### config.mk
export PLATFORM = sky130hd
export DESIGN_NAME = reset_and_watchdog_control
export DESIGN_NICKNAME = d
export VERILOG_FILES = /design/src/rtl/rst_wdt_pkg.sv /design/src/rtl/reset_and_watchdog_control.sv
export SDC_FILE = /design/constraint.sdc
export NUM_CORES = 1
export LEC_CHECK = 0
export ABC_CLOCK_PERIOD_IN_PS = 2800
export BUFFER_PORTS_ARGS = -buffer_cell sky130_fd_sc_hd__buf_2
export CORE_UTILIZATION = 40
export DETAILED_ROUTE_END_ITERATION = 8
export GPL_TIMING_DRIVEN = 0
export MAX_ROUTING_LAYER = met4
export SYNTH_ARGS = -nofsm -noshare
export SYNTH_HDL_FRONTEND = slang
export SYNTH_SLANG_ARGS = --single-unit
### constraint.sdc
create_clock -name ref_clk -period 2.8 [get_ports ref_clk]
set_clock_uncertainty 0.2 [all_clocks]
set_input_delay 0.42 -clock ref_clk [delete_from_list [all_inputs] [get_ports ref_clk]]
set_output_delay 0.42 -clock ref_clk [all_outputs]
set_load 0.05 [all_outputs]
### src/rtl/rst_wdt_pkg.sv
// constants shared by the reset and watchdog controller
//
// Contract
// - any reset forces I/O state; after release fetch starts at reset vector
// - port pins reset asynchronously when power-on, pin, brown-out or jtag source goes active, no clock needed
// - after all sources clear, fuse-selected delay counter stretches internal reset
// - exactly five sources: power-on, pin, watchdog, brown-out, jtag reset bit
// - pin low longer than minimum width resets even without clock
// - pin rising starts delay counter; release only after startup timeout
// - power-on threshold starts delay; supply falling reasserts reset at once
// - enabled brown-out asserts reset at once; clearing runs startup timeout
// - processor held in reset while jtag reset bit is one
// - watchdog reset only when enabled and period expires without restart
// - watchdog timeout gives one-cycle pulse; delay starts at its falling edge
// - watchdog counter runs from its own 1 MHz oscillator
// - watchdog counter cleared by restart, by disable and by chip reset
// - eight timeout periods chosen by timeout select field
// - safety fuse: unprogrammed level 1 disabled, programmed level 2 always on
// - level 1: writing enable bit to one enables anytime, no sequence
// - within four cycles write enable and select with unlock cleared; only then
// - level 2: watchdog always enabled, enable bit reads one
// - level 2: unlock write then select within four cycles; enable value ignored
// - bandgap enabled by brown-out fuse, comparator select or converter enable
// - select codes 0..7 give 16K to 2048K oscillator cycles
// - unlock bit cleared by hardware four cycles after being written
// - each source sets its own flag; cleared by power-on or writing zero
package rst_wdt_pkg;
  localparam int ADDR_W = 8;
  localparam int DATA_W = 8;
  localparam logic [7:0] OFS_WDT_CTRL = 8'h00;
  localparam logic [7:0] OFS_RESET_CAUSE = 8'h01;
  // watchdog control fields
  localparam int BIT_UNLOCK = 4;
  localparam int BIT_ENABLE = 3;
  localparam int SEL_LSB = 0;
  localparam int SEL_W = 3;
  // reset cause flag positions
  localparam int FLAG_POR = 0;
  localparam int FLAG_EXT = 1;
  localparam int FLAG_BROWNOUT = 2;
  localparam int FLAG_WDT = 3;
  localparam int FLAG_JTAG = 4;
  localparam int NUM_SRC = 5;
  localparam logic [2:0] UNLOCK_CYCLES = 3'h4;
  localparam logic [2:0] SEL_RESET = 3'h0;
  localparam logic [4:0] FLAGS_RESET = 5'h00;
  localparam int WDT_CNT_W = 22;
  localparam int WDT_BASE_LOG2 = 14;
  localparam logic [15:0] RESET_VECTOR = 16'h0000;
  localparam logic [2:0] BROWNOUT_FUSE_OFF = 3'h7;
  // startup timeout base, scaled by fuses
  localparam int CLK_MHZ = 100;
  localparam int STARTUP_BASE_US = 65;
  localparam int STARTUP_BASE_CYCLES = STARTUP_BASE_US * CLK_MHZ;
  localparam int DELAY_W = 20;
  localparam int SYNC_W = 5;
  typedef enum logic [2:0] {
    ST_HOLD = 3'b001,
    ST_STRETCH = 3'b010,
    ST_RUN = 3'b100
  } rst_state_t;
endpackage : rst_wdt_pkg

### src/rtl/reset_and_watchdog_control.sv
// reset source merge, startup stretch, watchdog and bandgap enable
//
// Strobed register access and the placing of the registers were left to the implementer.
`timescale 1ns/1ns
`default_nettype none
module reset_and_watchdog_control
  import rst_wdt_pkg::*;
#(
  parameter int startup_base_cycles = STARTUP_BASE_CYCLES
) (
  input wire logic ref_clk, // system clock 100 MHz
  input wire logic sys_rst, // synchronous reset, active high
  input wire logic por_ok, // power-on detector, high above threshold
  input wire logic ext_reset_n, // external reset pin
  input wire logic brownout_low, // brown-out comparator, high below trigger
  input wire logic jtag_reset_bit, // jtag reset register content
  input wire logic wdt_osc, // dedicated watchdog oscillator
  input wire logic [2:0] brownout_level_fuse, // all ones means detector off
  input wire logic [1:0] startup_time_fuse, // startup scaling
  input wire logic [3:0] clock_source_fuse, // bit 3 doubles startup delay
  input wire logic safety_level_fuse, // high when programmed
  input wire logic watchdog_restart_instruction, // one-cycle pulse from core
  input wire logic comparator_bandgap_select, // comparator uses bandgap
  input wire logic adc_enable, // converter enabled
  input wire logic [ADDR_W-1:0] addr, // register address
  input wire logic [DATA_W-1:0] wdata, // write data
  input wire logic wr, // write strobe
  input wire logic rd, // read strobe
  output logic [DATA_W-1:0] rdata, // read data, cycle after rd
  output logic core_reset, // internal reset to core and registers
  output logic port_reset, // asynchronous port pin reset
  output logic fetch_start, // one-cycle pulse at reset release
  output logic [15:0] fetch_vector, // address of first fetch
  output logic bandgap_enable // bandgap reference enable
);

  // ********************************
  // input synchronisers
  // ********************************
  logic [SYNC_W-1:0] raw_in;
  logic [SYNC_W-1:0] sync1;
  logic [SYNC_W-1:0] sync2;
  logic osc_prev;
  assign raw_in = {wdt_osc, jtag_reset_bit, brownout_low, ~ext_reset_n, ~por_ok};

  generate
    for (genvar i = 0; i < SYNC_W; i++) begin : g_sync
      always_ff @(posedge ref_clk) begin
        sync1[i] <= raw_in[i];
        sync2[i] <= sync1[i];
      end
    end
  endgenerate

  wire brownout_on = (brownout_level_fuse != BROWNOUT_FUSE_OFF);
  wire por_src = sync2[0];
  wire ext_src = sync2[1];
  wire brownout_src = sync2[2] & brownout_on;
  wire jtag_src = sync2[3];
  wire osc_tick = sync2[4] & ~osc_prev;

  // ********************************
  // watchdog configuration
  // ********************************
  logic level2;
  logic wdt_en;
  logic [2:0] wdt_sel;
  logic unlock;
  logic [2:0] unlock_cnt;
  logic [WDT_CNT_W-1:0] wdt_cnt;
  logic wdt_fire;

  // timeout length in oscillator cycles, 16K << sel
  function automatic logic [WDT_CNT_W-1:0] wdt_limit(input logic [2:0] sel);
    wdt_limit = WDT_CNT_W'(1) << (WDT_BASE_LOG2 + int'(sel));
  endfunction : wdt_limit

  wire wr_ctrl = wr & (addr == OFS_WDT_CTRL);
  wire wr_flags = wr & (addr == OFS_RESET_CAUSE);
  wire window_open = (unlock_cnt != 3'h0);
  wire wr_unlock = wr_ctrl & wdata[BIT_UNLOCK] & wdata[BIT_ENABLE];
  wire wr_change = wr_ctrl & ~wdata[BIT_UNLOCK] & window_open;
  wire en_eff = wdt_en | level2;
  wire wdt_expire = en_eff & osc_tick & (wdt_cnt == wdt_limit(wdt_sel) - WDT_CNT_W'(1));

  always_ff @(posedge ref_clk) begin
    if (sys_rst || core_reset) begin
      level2 <= safety_level_fuse;
      wdt_en <= safety_level_fuse;
      wdt_sel <= SEL_RESET;
      unlock <= 1'b0;
      unlock_cnt <= 3'h0;
    end else if (wr_change) begin
      // timed update, enable ignored in level 2
      wdt_sel <= wdata[SEL_LSB +: SEL_W];
      wdt_en <= level2 | wdata[BIT_ENABLE];
      unlock <= 1'b0;
      unlock_cnt <= 3'h0;
    end else if (wr_unlock) begin
      wdt_en <= 1'b1;
      unlock <= 1'b1;
      unlock_cnt <= UNLOCK_CYCLES;
    end else begin
      // a bare enable write always sticks; clears and selects are dropped
      if (wr_ctrl && wdata[BIT_ENABLE]) begin
        wdt_en <= 1'b1;
      end
      if (window_open) begin
        unlock_cnt <= unlock_cnt - 3'h1;
      end
      if (unlock_cnt == 3'h1) begin
        unlock <= 1'b0;
      end
    end
  end

  // ********************************
  // watchdog counter
  // ********************************
  always_ff @(posedge ref_clk) begin
    osc_prev <= sync2[4];
    wdt_fire <= 1'b0;
    if (sys_rst || core_reset || !en_eff || watchdog_restart_instruction) begin
      wdt_cnt <= '0;
    end else if (wdt_expire) begin
      wdt_cnt <= '0;
      wdt_fire <= 1'b1;
    end else if (osc_tick) begin
      wdt_cnt <= wdt_cnt + WDT_CNT_W'(1);
    end
  end

  // ********************************
  // reset merge and stretch
  // ********************************
  // the watchdog pulse is a source too, so stretch begins after it falls
  wire any_src = por_src | ext_src | brownout_src | jtag_src | wdt_fire;
  wire [DELAY_W-1:0] base_cyc = DELAY_W'(startup_base_cycles);
  logic [DELAY_W-1:0] delay_len;
  logic [DELAY_W-1:0] delay_cnt;
  rst_state_t state;
  rst_state_t next_state;

  always_ff @(posedge ref_clk) begin
    if (core_reset) begin
      // fuses are treated as static and captured while held in reset
      delay_len <= (base_cyc << startup_time_fuse) << clock_source_fuse[3];
    end
  end

  always_comb begin
    next_state = state;
    unique case (state)
      ST_HOLD: begin
        if (!any_src) begin
          next_state = ST_STRETCH;
        end
      end
      ST_STRETCH: begin
        if (any_src) begin
          next_state = ST_HOLD;
        end else if (delay_cnt == delay_len - DELAY_W'(1)) begin
          next_state = ST_RUN;
        end
      end
      ST_RUN: begin
        if (any_src) begin
          next_state = ST_HOLD;
        end
      end
      default: next_state = ST_HOLD;
    endcase
  end

  always_ff @(posedge ref_clk) begin
    if (sys_rst) begin
      state <= ST_HOLD;
      delay_cnt <= '0;
    end else begin
      state <= next_state;
      delay_cnt <= (state == ST_STRETCH && !any_src) ? delay_cnt + DELAY_W'(1) : '0;
    end
  end

  always_ff @(posedge ref_clk) begin
    if (sys_rst) begin
      core_reset <= 1'b1;
      fetch_start <= 1'b0;
      fetch_vector <= RESET_VECTOR;
    end else begin
      core_reset <= (next_state != ST_RUN);
      fetch_start <= (state != ST_RUN) && (next_state == ST_RUN);
      fetch_vector <= RESET_VECTOR;
    end
  end

  // ports drop to their reset state without waiting for a clock edge, except on a watchdog reset
  wire async_src = ~por_ok | ~ext_reset_n | (brownout_low & brownout_on) | jtag_reset_bit;
  always_ff @(posedge ref_clk or posedge async_src) begin
    if (async_src) begin
      port_reset <= 1'b1;
    end else begin
      port_reset <= sys_rst | core_reset;
    end
  end

  // ********************************
  // reset cause flags and bus
  // ********************************
  logic [NUM_SRC-1:0] flags;
  logic [NUM_SRC-1:0] set_flags;
  assign set_flags[FLAG_POR] = por_src;
  assign set_flags[FLAG_EXT] = ext_src;
  assign set_flags[FLAG_BROWNOUT] = brownout_src;
  assign set_flags[FLAG_WDT] = wdt_fire;
  assign set_flags[FLAG_JTAG] = jtag_src;
  wire [NUM_SRC-1:0] keep_mask = wr_flags ? wdata[NUM_SRC-1:0] : {NUM_SRC{1'b1}};

  always_ff @(posedge ref_clk) begin
    if (sys_rst) begin
      flags <= FLAGS_RESET;
    end else if (por_src) begin
      flags <= 5'h01 << FLAG_POR;
    end else begin
      // a set in the same cycle as a clear wins
      flags <= (flags & keep_mask) | set_flags;
    end
  end

  wire [DATA_W-1:0] ctrl_view = {3'h0, unlock, en_eff, wdt_sel};
  wire [DATA_W-1:0] rd_mux = (addr == OFS_WDT_CTRL) ? ctrl_view :
                             (addr == OFS_RESET_CAUSE) ? {3'h0, flags} : 8'h00;

  always_ff @(posedge ref_clk) begin
    if (sys_rst) begin
      rdata <= 8'h00;
      bandgap_enable <= 1'b0;
    end else begin
      rdata <= rd ? rd_mux : 8'h00;
      bandgap_enable <= brownout_on | comparator_bandgap_select | adc_enable;
    end
  end
endmodule : reset_and_watchdog_control
`default_nettype wire

# After elaboration in Yosys (flattened, before gate mapping)
# Index checks and enable logic that the tools add are counted.
# totals
out_inout_bits	28
n_memories	0
elab_cells	119
in_bits	38
ram_bits	0
register_bits	103
mem_bits_ro	0
latch_bits	0
# op_classes
div_mod_pow	0
shift	3
n_mul	0
muxes	18
n_bitwise	31
add_sub_neg	6
n_reduce_logical	20
n_eq_ne	11
n_lt_le_gt_ge	0
# ops
cell	count
$add 22x1->22 const B	1
$eq 22x22->1	1
$shl 1x5->22 const A	1
$sub 22x1->22 const B	1
$add 20x1->20 const B	1
$eq 20x20->1	1
$shl 13x2->20 const A	1
$shl 20x1->20	1
$sub 20x1->20 const B	1
$mux 3	6
$mux 5	3
$or 1x1->1	12
$and 1x1->1	11
$reduce_or 2->1	5
$ne 3x3->1 const B	3
$pmux 3 s3	1
$eq 8x1->1 const B	1
$logic_not 8->1	1
$mux 1	8
$eq 3x1->1 const B	2
$eq 3x3->1 const B	2
$not 1->1	6
$reduce_or 3->1	2
$add 4x3->5 const A	1
other kinds (10)	16

# Logic depth before layout (Yosys ltp)
# logic_depth
ltp_word	9
ltp_mapped	9
depth_no_buf	8

# Least setup slack after synthesis
# No wires, ideal clock.
# synth_timing
kind	reg2reg
startpoint	reg wdt_sel[1]
endpoint	reg wdt_cnt[11]
setup_ns	0.115
arrival_ns	2.035
required_ns	2.485
n_path_buf	1
path_stages_with_launch	10
path_slack_ns	0.451
synth_period_minus_slack_ns	2.349
path_cell_list	dfxtp_1 -> inv_1 -> ha_1 -> nor3_1 -> xor2_1 -> nor4_1 -> nand4_1 -> o21ai_4 -> buf_6 -> nor2_1
# synth_via
elab_chain_cells	6
# synth_lines
element	line_no	text
from (decl)	reset_and_watchdog_control.sv:67	logic [2:0] wdt_sel;
from (signal assigned)	reset_and_watchdog_control.sv:95	wdt_sel <= wdata[SEL_LSB +: SEL_W];
$add 4x3->5	reset_and_watchdog_control.sv:75	wdt_limit = WDT_CNT_W'(1) << (WDT_BASE_LOG2 + int'(sel));
$shl 1x5->22	reset_and_watchdog_control.sv:75	
$sub 22x1->22	reset_and_watchdog_control.sv:84	wire wdt_expire = en_eff & osc_tick & (wdt_cnt == wdt_limit(wdt_sel) - WDT_CNT_W'(1));
$eq 22x22->1	reset_and_watchdog_control.sv:84	
$and 1x1->1	reset_and_watchdog_control.sv:84	
$reduce_or 2->1 (no source line)	n/a	
to (signal assigned)	reset_and_watchdog_control.sv:129	wdt_cnt <= wdt_cnt + WDT_CNT_W'(1);
to (decl)	reset_and_watchdog_control.sv:70	logic [WDT_CNT_W-1:0] wdt_cnt;
# No other way between the ends.
# A chain may end at the register's enable or synchronous reset.

# Worst setup path in the final report
# layout_timing
startpoint	reg wdt_sel[1]
endpoint	reg wdt_cnt[7]
# The elaborated chain is that of the path after synthesis.

==> flow_metrics.tcl <==
set metrics [dict create \
    via_per_inst 4.94 \
    crit_type "flip-flop to flip-flop" \
    diodes 0 \
    rr_worst_depth 9 \
    slew_headroom_pct 61.8 \
    clkTransAtPathRegs_ns 0.06 \
    dp_hpwl_um 6990 \
    synthToLayoutAreaGrowth_pct 17.4 \
    pin_count 66 \
    required_ns 2.83 \
    cts_num_sinks 92 \
    arrival_ns 2.64 \
    fillers 1062 \
    start_util_pct 41.9 \
    setup_tns_ns 0 \
    ctsLongestPathBuffers 2 \
    hold_class "input pin to flip-flop" \
    grt_pass1_wl_um 15900 \
    period_needed_ns 2.61 \
    power.leakage_nw 2.07 \
    cp-end-kind "flip-flop" \
    grt_max_degree 15 \
    avgSynthCellArea_um2 9.15 \
    globalRoute.totalOverflow 0 \
    ys_top_cells_by_count "nor2_1 (80), dfxtp_1 (77), xnor2_1 (32), xor2_1 (32), nand2_1 (27)" \
    worstMarginPinSlew_ns 0.569 \
    die_h_um 110 \
    fin_nets 633 \
    drc 0 \
    cts_root_buffer "clkbuf_16" \
    ys_seq_elements 92 \
    postSynthCellCount 507 \
    slowest_delay_ns 0.51 \
    rsz0062_at_grt "no" \
    yosysTopAreaCellShare_pct 33.2 \
    fin_crit_sh_pct 93.2 \
    status "finished, final reports clean" \
    hold_violations 0 \
    p_total_mw 3.00 \
    drive_gt1_share_pct 17.2 \
    ys_types 58 \
    p_per_area_nw_per_um2 551 \
    timing.final.ws_setup_ns 0.191 \
    numCtsBuffers 9 \
    worstSetupStartpointType "flip-flop" \
    ys_warn_count 0 \
    wirelength_um 9300 \
    slew_violations 0 \
    synth_area_leader_cell "dfxtp_1" \
    synth_area_leaders "dfxtp_1 (33%), edfxtp_1 (9.1%), nor2_1 (6.5%), xnor2_1 (6.0%), xor2_1 (6.0%)" \
    whs_endpoint "sync1[1]$_DFF_P_" \
    track_usage_pct 17.5 \
    ir_drop_v 0.000492 \
    grt_pass1_vias 3538 \
    clk_latency_ns 0.34 \
    reg2reg_to "wdt_cnt[7]$_SDFFE_PP0P_" \
    worst_path_max_delay_cell "dfxtp_1" \
    die_x_um 110 \
    r2r-start "wdt_sel[1]$_SDFFE_PP0P_" \
    finalSetupViolCount 0 \
    cts_tree "done" \
    drtPass1Iterations 6 \
    path_buf_inv 2 \
    clock.fmax_mhz 383 \
    ys_async_sr_fraction_pct 1.09 \
    hold_depth 2 \
    ant_nets 0 \
    pre_cts_ws_ns 0.178 \
    syn_area_um2 4640 \
    hp-start "ext_reset_n" \
    maxCapViolations 0 \
    cts_max_level 3 \
    antenna_found_initial 0 \
    synth_edf_count 14 \
    wl_per_cell_um 12.9 \
    port_buffers 39 \
    cp_cell_sequence "inv_1 > ha_1 > nor3_1 > xor2_1 > nor4_1 > nand4_1 > o21ai_4 > buf_6 > nor2_1" \
    rows 38 \
    cp_max_fo 10 \
    rrSetupSlack_ns 0.19 \
    ys.flop_type "dfxtp_1" \
    crit_family "simple AND/OR/NAND/NOR gates" \
    die_area_um2 12000 \
    yosysMostFrequentCell "nor2_1" \
    gp_congestion 0.799 \
    drtIter0Drc 114 \
    vias 3570 \
    yosysSeqAreaShare_pct 42.8 \
    fp.coreArea_um2 11100 \
]
logic make-up (layout without fill, tap and decap cells):
logic type | after synthesis | after routing | synth area share (%)
xor+xnor | 64 | 64 | 12.1
other cells | 1 | 19 | 0.0808
fa+ha+maj | 16 | 16 | 4.31
compound gates | 53 | 53 | 7.63
buf+inv | 55 | 113 | 6.44
mux | 15 | 15 | 3.34
simple gates | 211 | 211 | 23.3
flops | 92 | 92 | 42.8
registers in the layout, summed over array words and instances, names as in the netlist, 2 cells and up:
signal and flops:
delay_cnt 20, delay_len 12, flags 5, rdata 5
state 3, sync1 5, sync2 2, unlock_cnt 3
wdt_cnt 22, wdt_sel 3
how the worst max path moves through the flow:
stage                            start                  endpoint  slack [ns]  cells after the start
2_1_floorplan  wdt_sel[1]$_SDFFE_PP0P_  wdt_cnt[11]$_SDFFE_PP0P_        0.45                      9
3_3_place_gp   wdt_sel[1]$_SDFFE_PP0P_  wdt_cnt[21]$_SDFFE_PP0P_        0.20                      9
3_5_place_dp   wdt_sel[1]$_SDFFE_PP0P_   wdt_cnt[8]$_SDFFE_PP0P_        0.18                      9
4_1_cts        wdt_sel[1]$_SDFFE_PP0P_   wdt_cnt[7]$_SDFFE_PP0P_        0.16                      9
5_1_grt        wdt_sel[1]$_SDFFE_PP0P_  wdt_cnt[13]$_SDFFE_PP0P_        0.02                      9
6_report       wdt_sel[1]$_SDFFE_PP0P_   wdt_cnt[7]$_SDFFE_PP0P_        0.19                      9
area by class of cell:
type | instances | area (um2) | area share (%)
multi-input combinational | 378 | 2420 | 44.4
sequential | 92 | 1990 | 36.5
clock buffer | 11 | 233 | 4.27
timing repair buffer | 43 | 233 | 4.27
buffer | 30 | 205 | 3.77
tap | 140 | 175 | 3.22
clock inverter | 4 | 98.8 | 1.81
inverter | 25 | 93.8 | 1.72
per-stage QoR:
stage	cells	utilization [%]	instance area, um2	hold slack, ns
5_1_grt	723	49.2	5450	0.0378
2_1_floorplan	525	-	4710	0.110
6_report	723	49.2	5450	0.0416
3_3_place_gp	704	45.8	5080	0.111
4_1_cts	722	49.1	5440	0.0331
3_5_place_dp	704	45.8	5080	0.112
power by group:
| part | switching, mW | internal, mW | total, mW |
|---|---|---|---|
| Clock | 0.488 | 0.869 | 1.36 |
| Sequential | 0.0211 | 1.37 | 1.39 |
| Combinational | 0.153 | 0.0967 | 0.250 |
| Total | 0.662 | 2.34 | 3.00 |
worst reg2reg max path, delay by kind of cell (launching register included):
kind            cells  cell delay (ns)
compound gates      1             0.23
buf+inv             2             0.29
xor+xnor            1             0.09
fa+ha+maj           1             0.37
simple gates        4             0.82
flops               1             0.51
placed cells by master, fill, tap and decap left out, drive strengths merged, types with 6 or more instances in the layout:
| master | n |
|---|---|
| nand4 | 16 |
| nand2 | 27 |
| nor2b | 9 |
| dfxtp | 77 |
| nor2 | 80 |
| xor2 | 32 |
| xnor2 | 32 |
| nor4 | 6 |
| and3 | 6 |
| o21ai | 15 |
| nand2b | 6 |
| clkbuf | 19 |
| a21oi | 13 |
| ha | 16 |
| inv | 24 |
| nand3 | 18 |
| mux2i | 11 |
| buf | 62 |
| nor3 | 18 |
| edfxtp | 14 |
| conb | 19 |
layer usage:
layer  part of all wire (%)  vias to the layer above  GRT usage, %
met5                      0                        -             -
met3                    3.6                       16          2.96
met2                     48                       82          30.0
met4                    1.6                        0          6.86
li1                       -                     1839             -
met1                     47                     1633          20.5
repair_timing:
| item | CTS | global route |
|---|---|---|
| endpoints found under the setup margin | 0 | 1 |
| hold buffers | 3 | 0 |
| resized for setup | 0 | 0 |
| buffers inserted | 0 | 1 |
| endpoints found under the hold margin | 3 | 0 |
No activity file was read; power rests on OpenSTA's default activity.
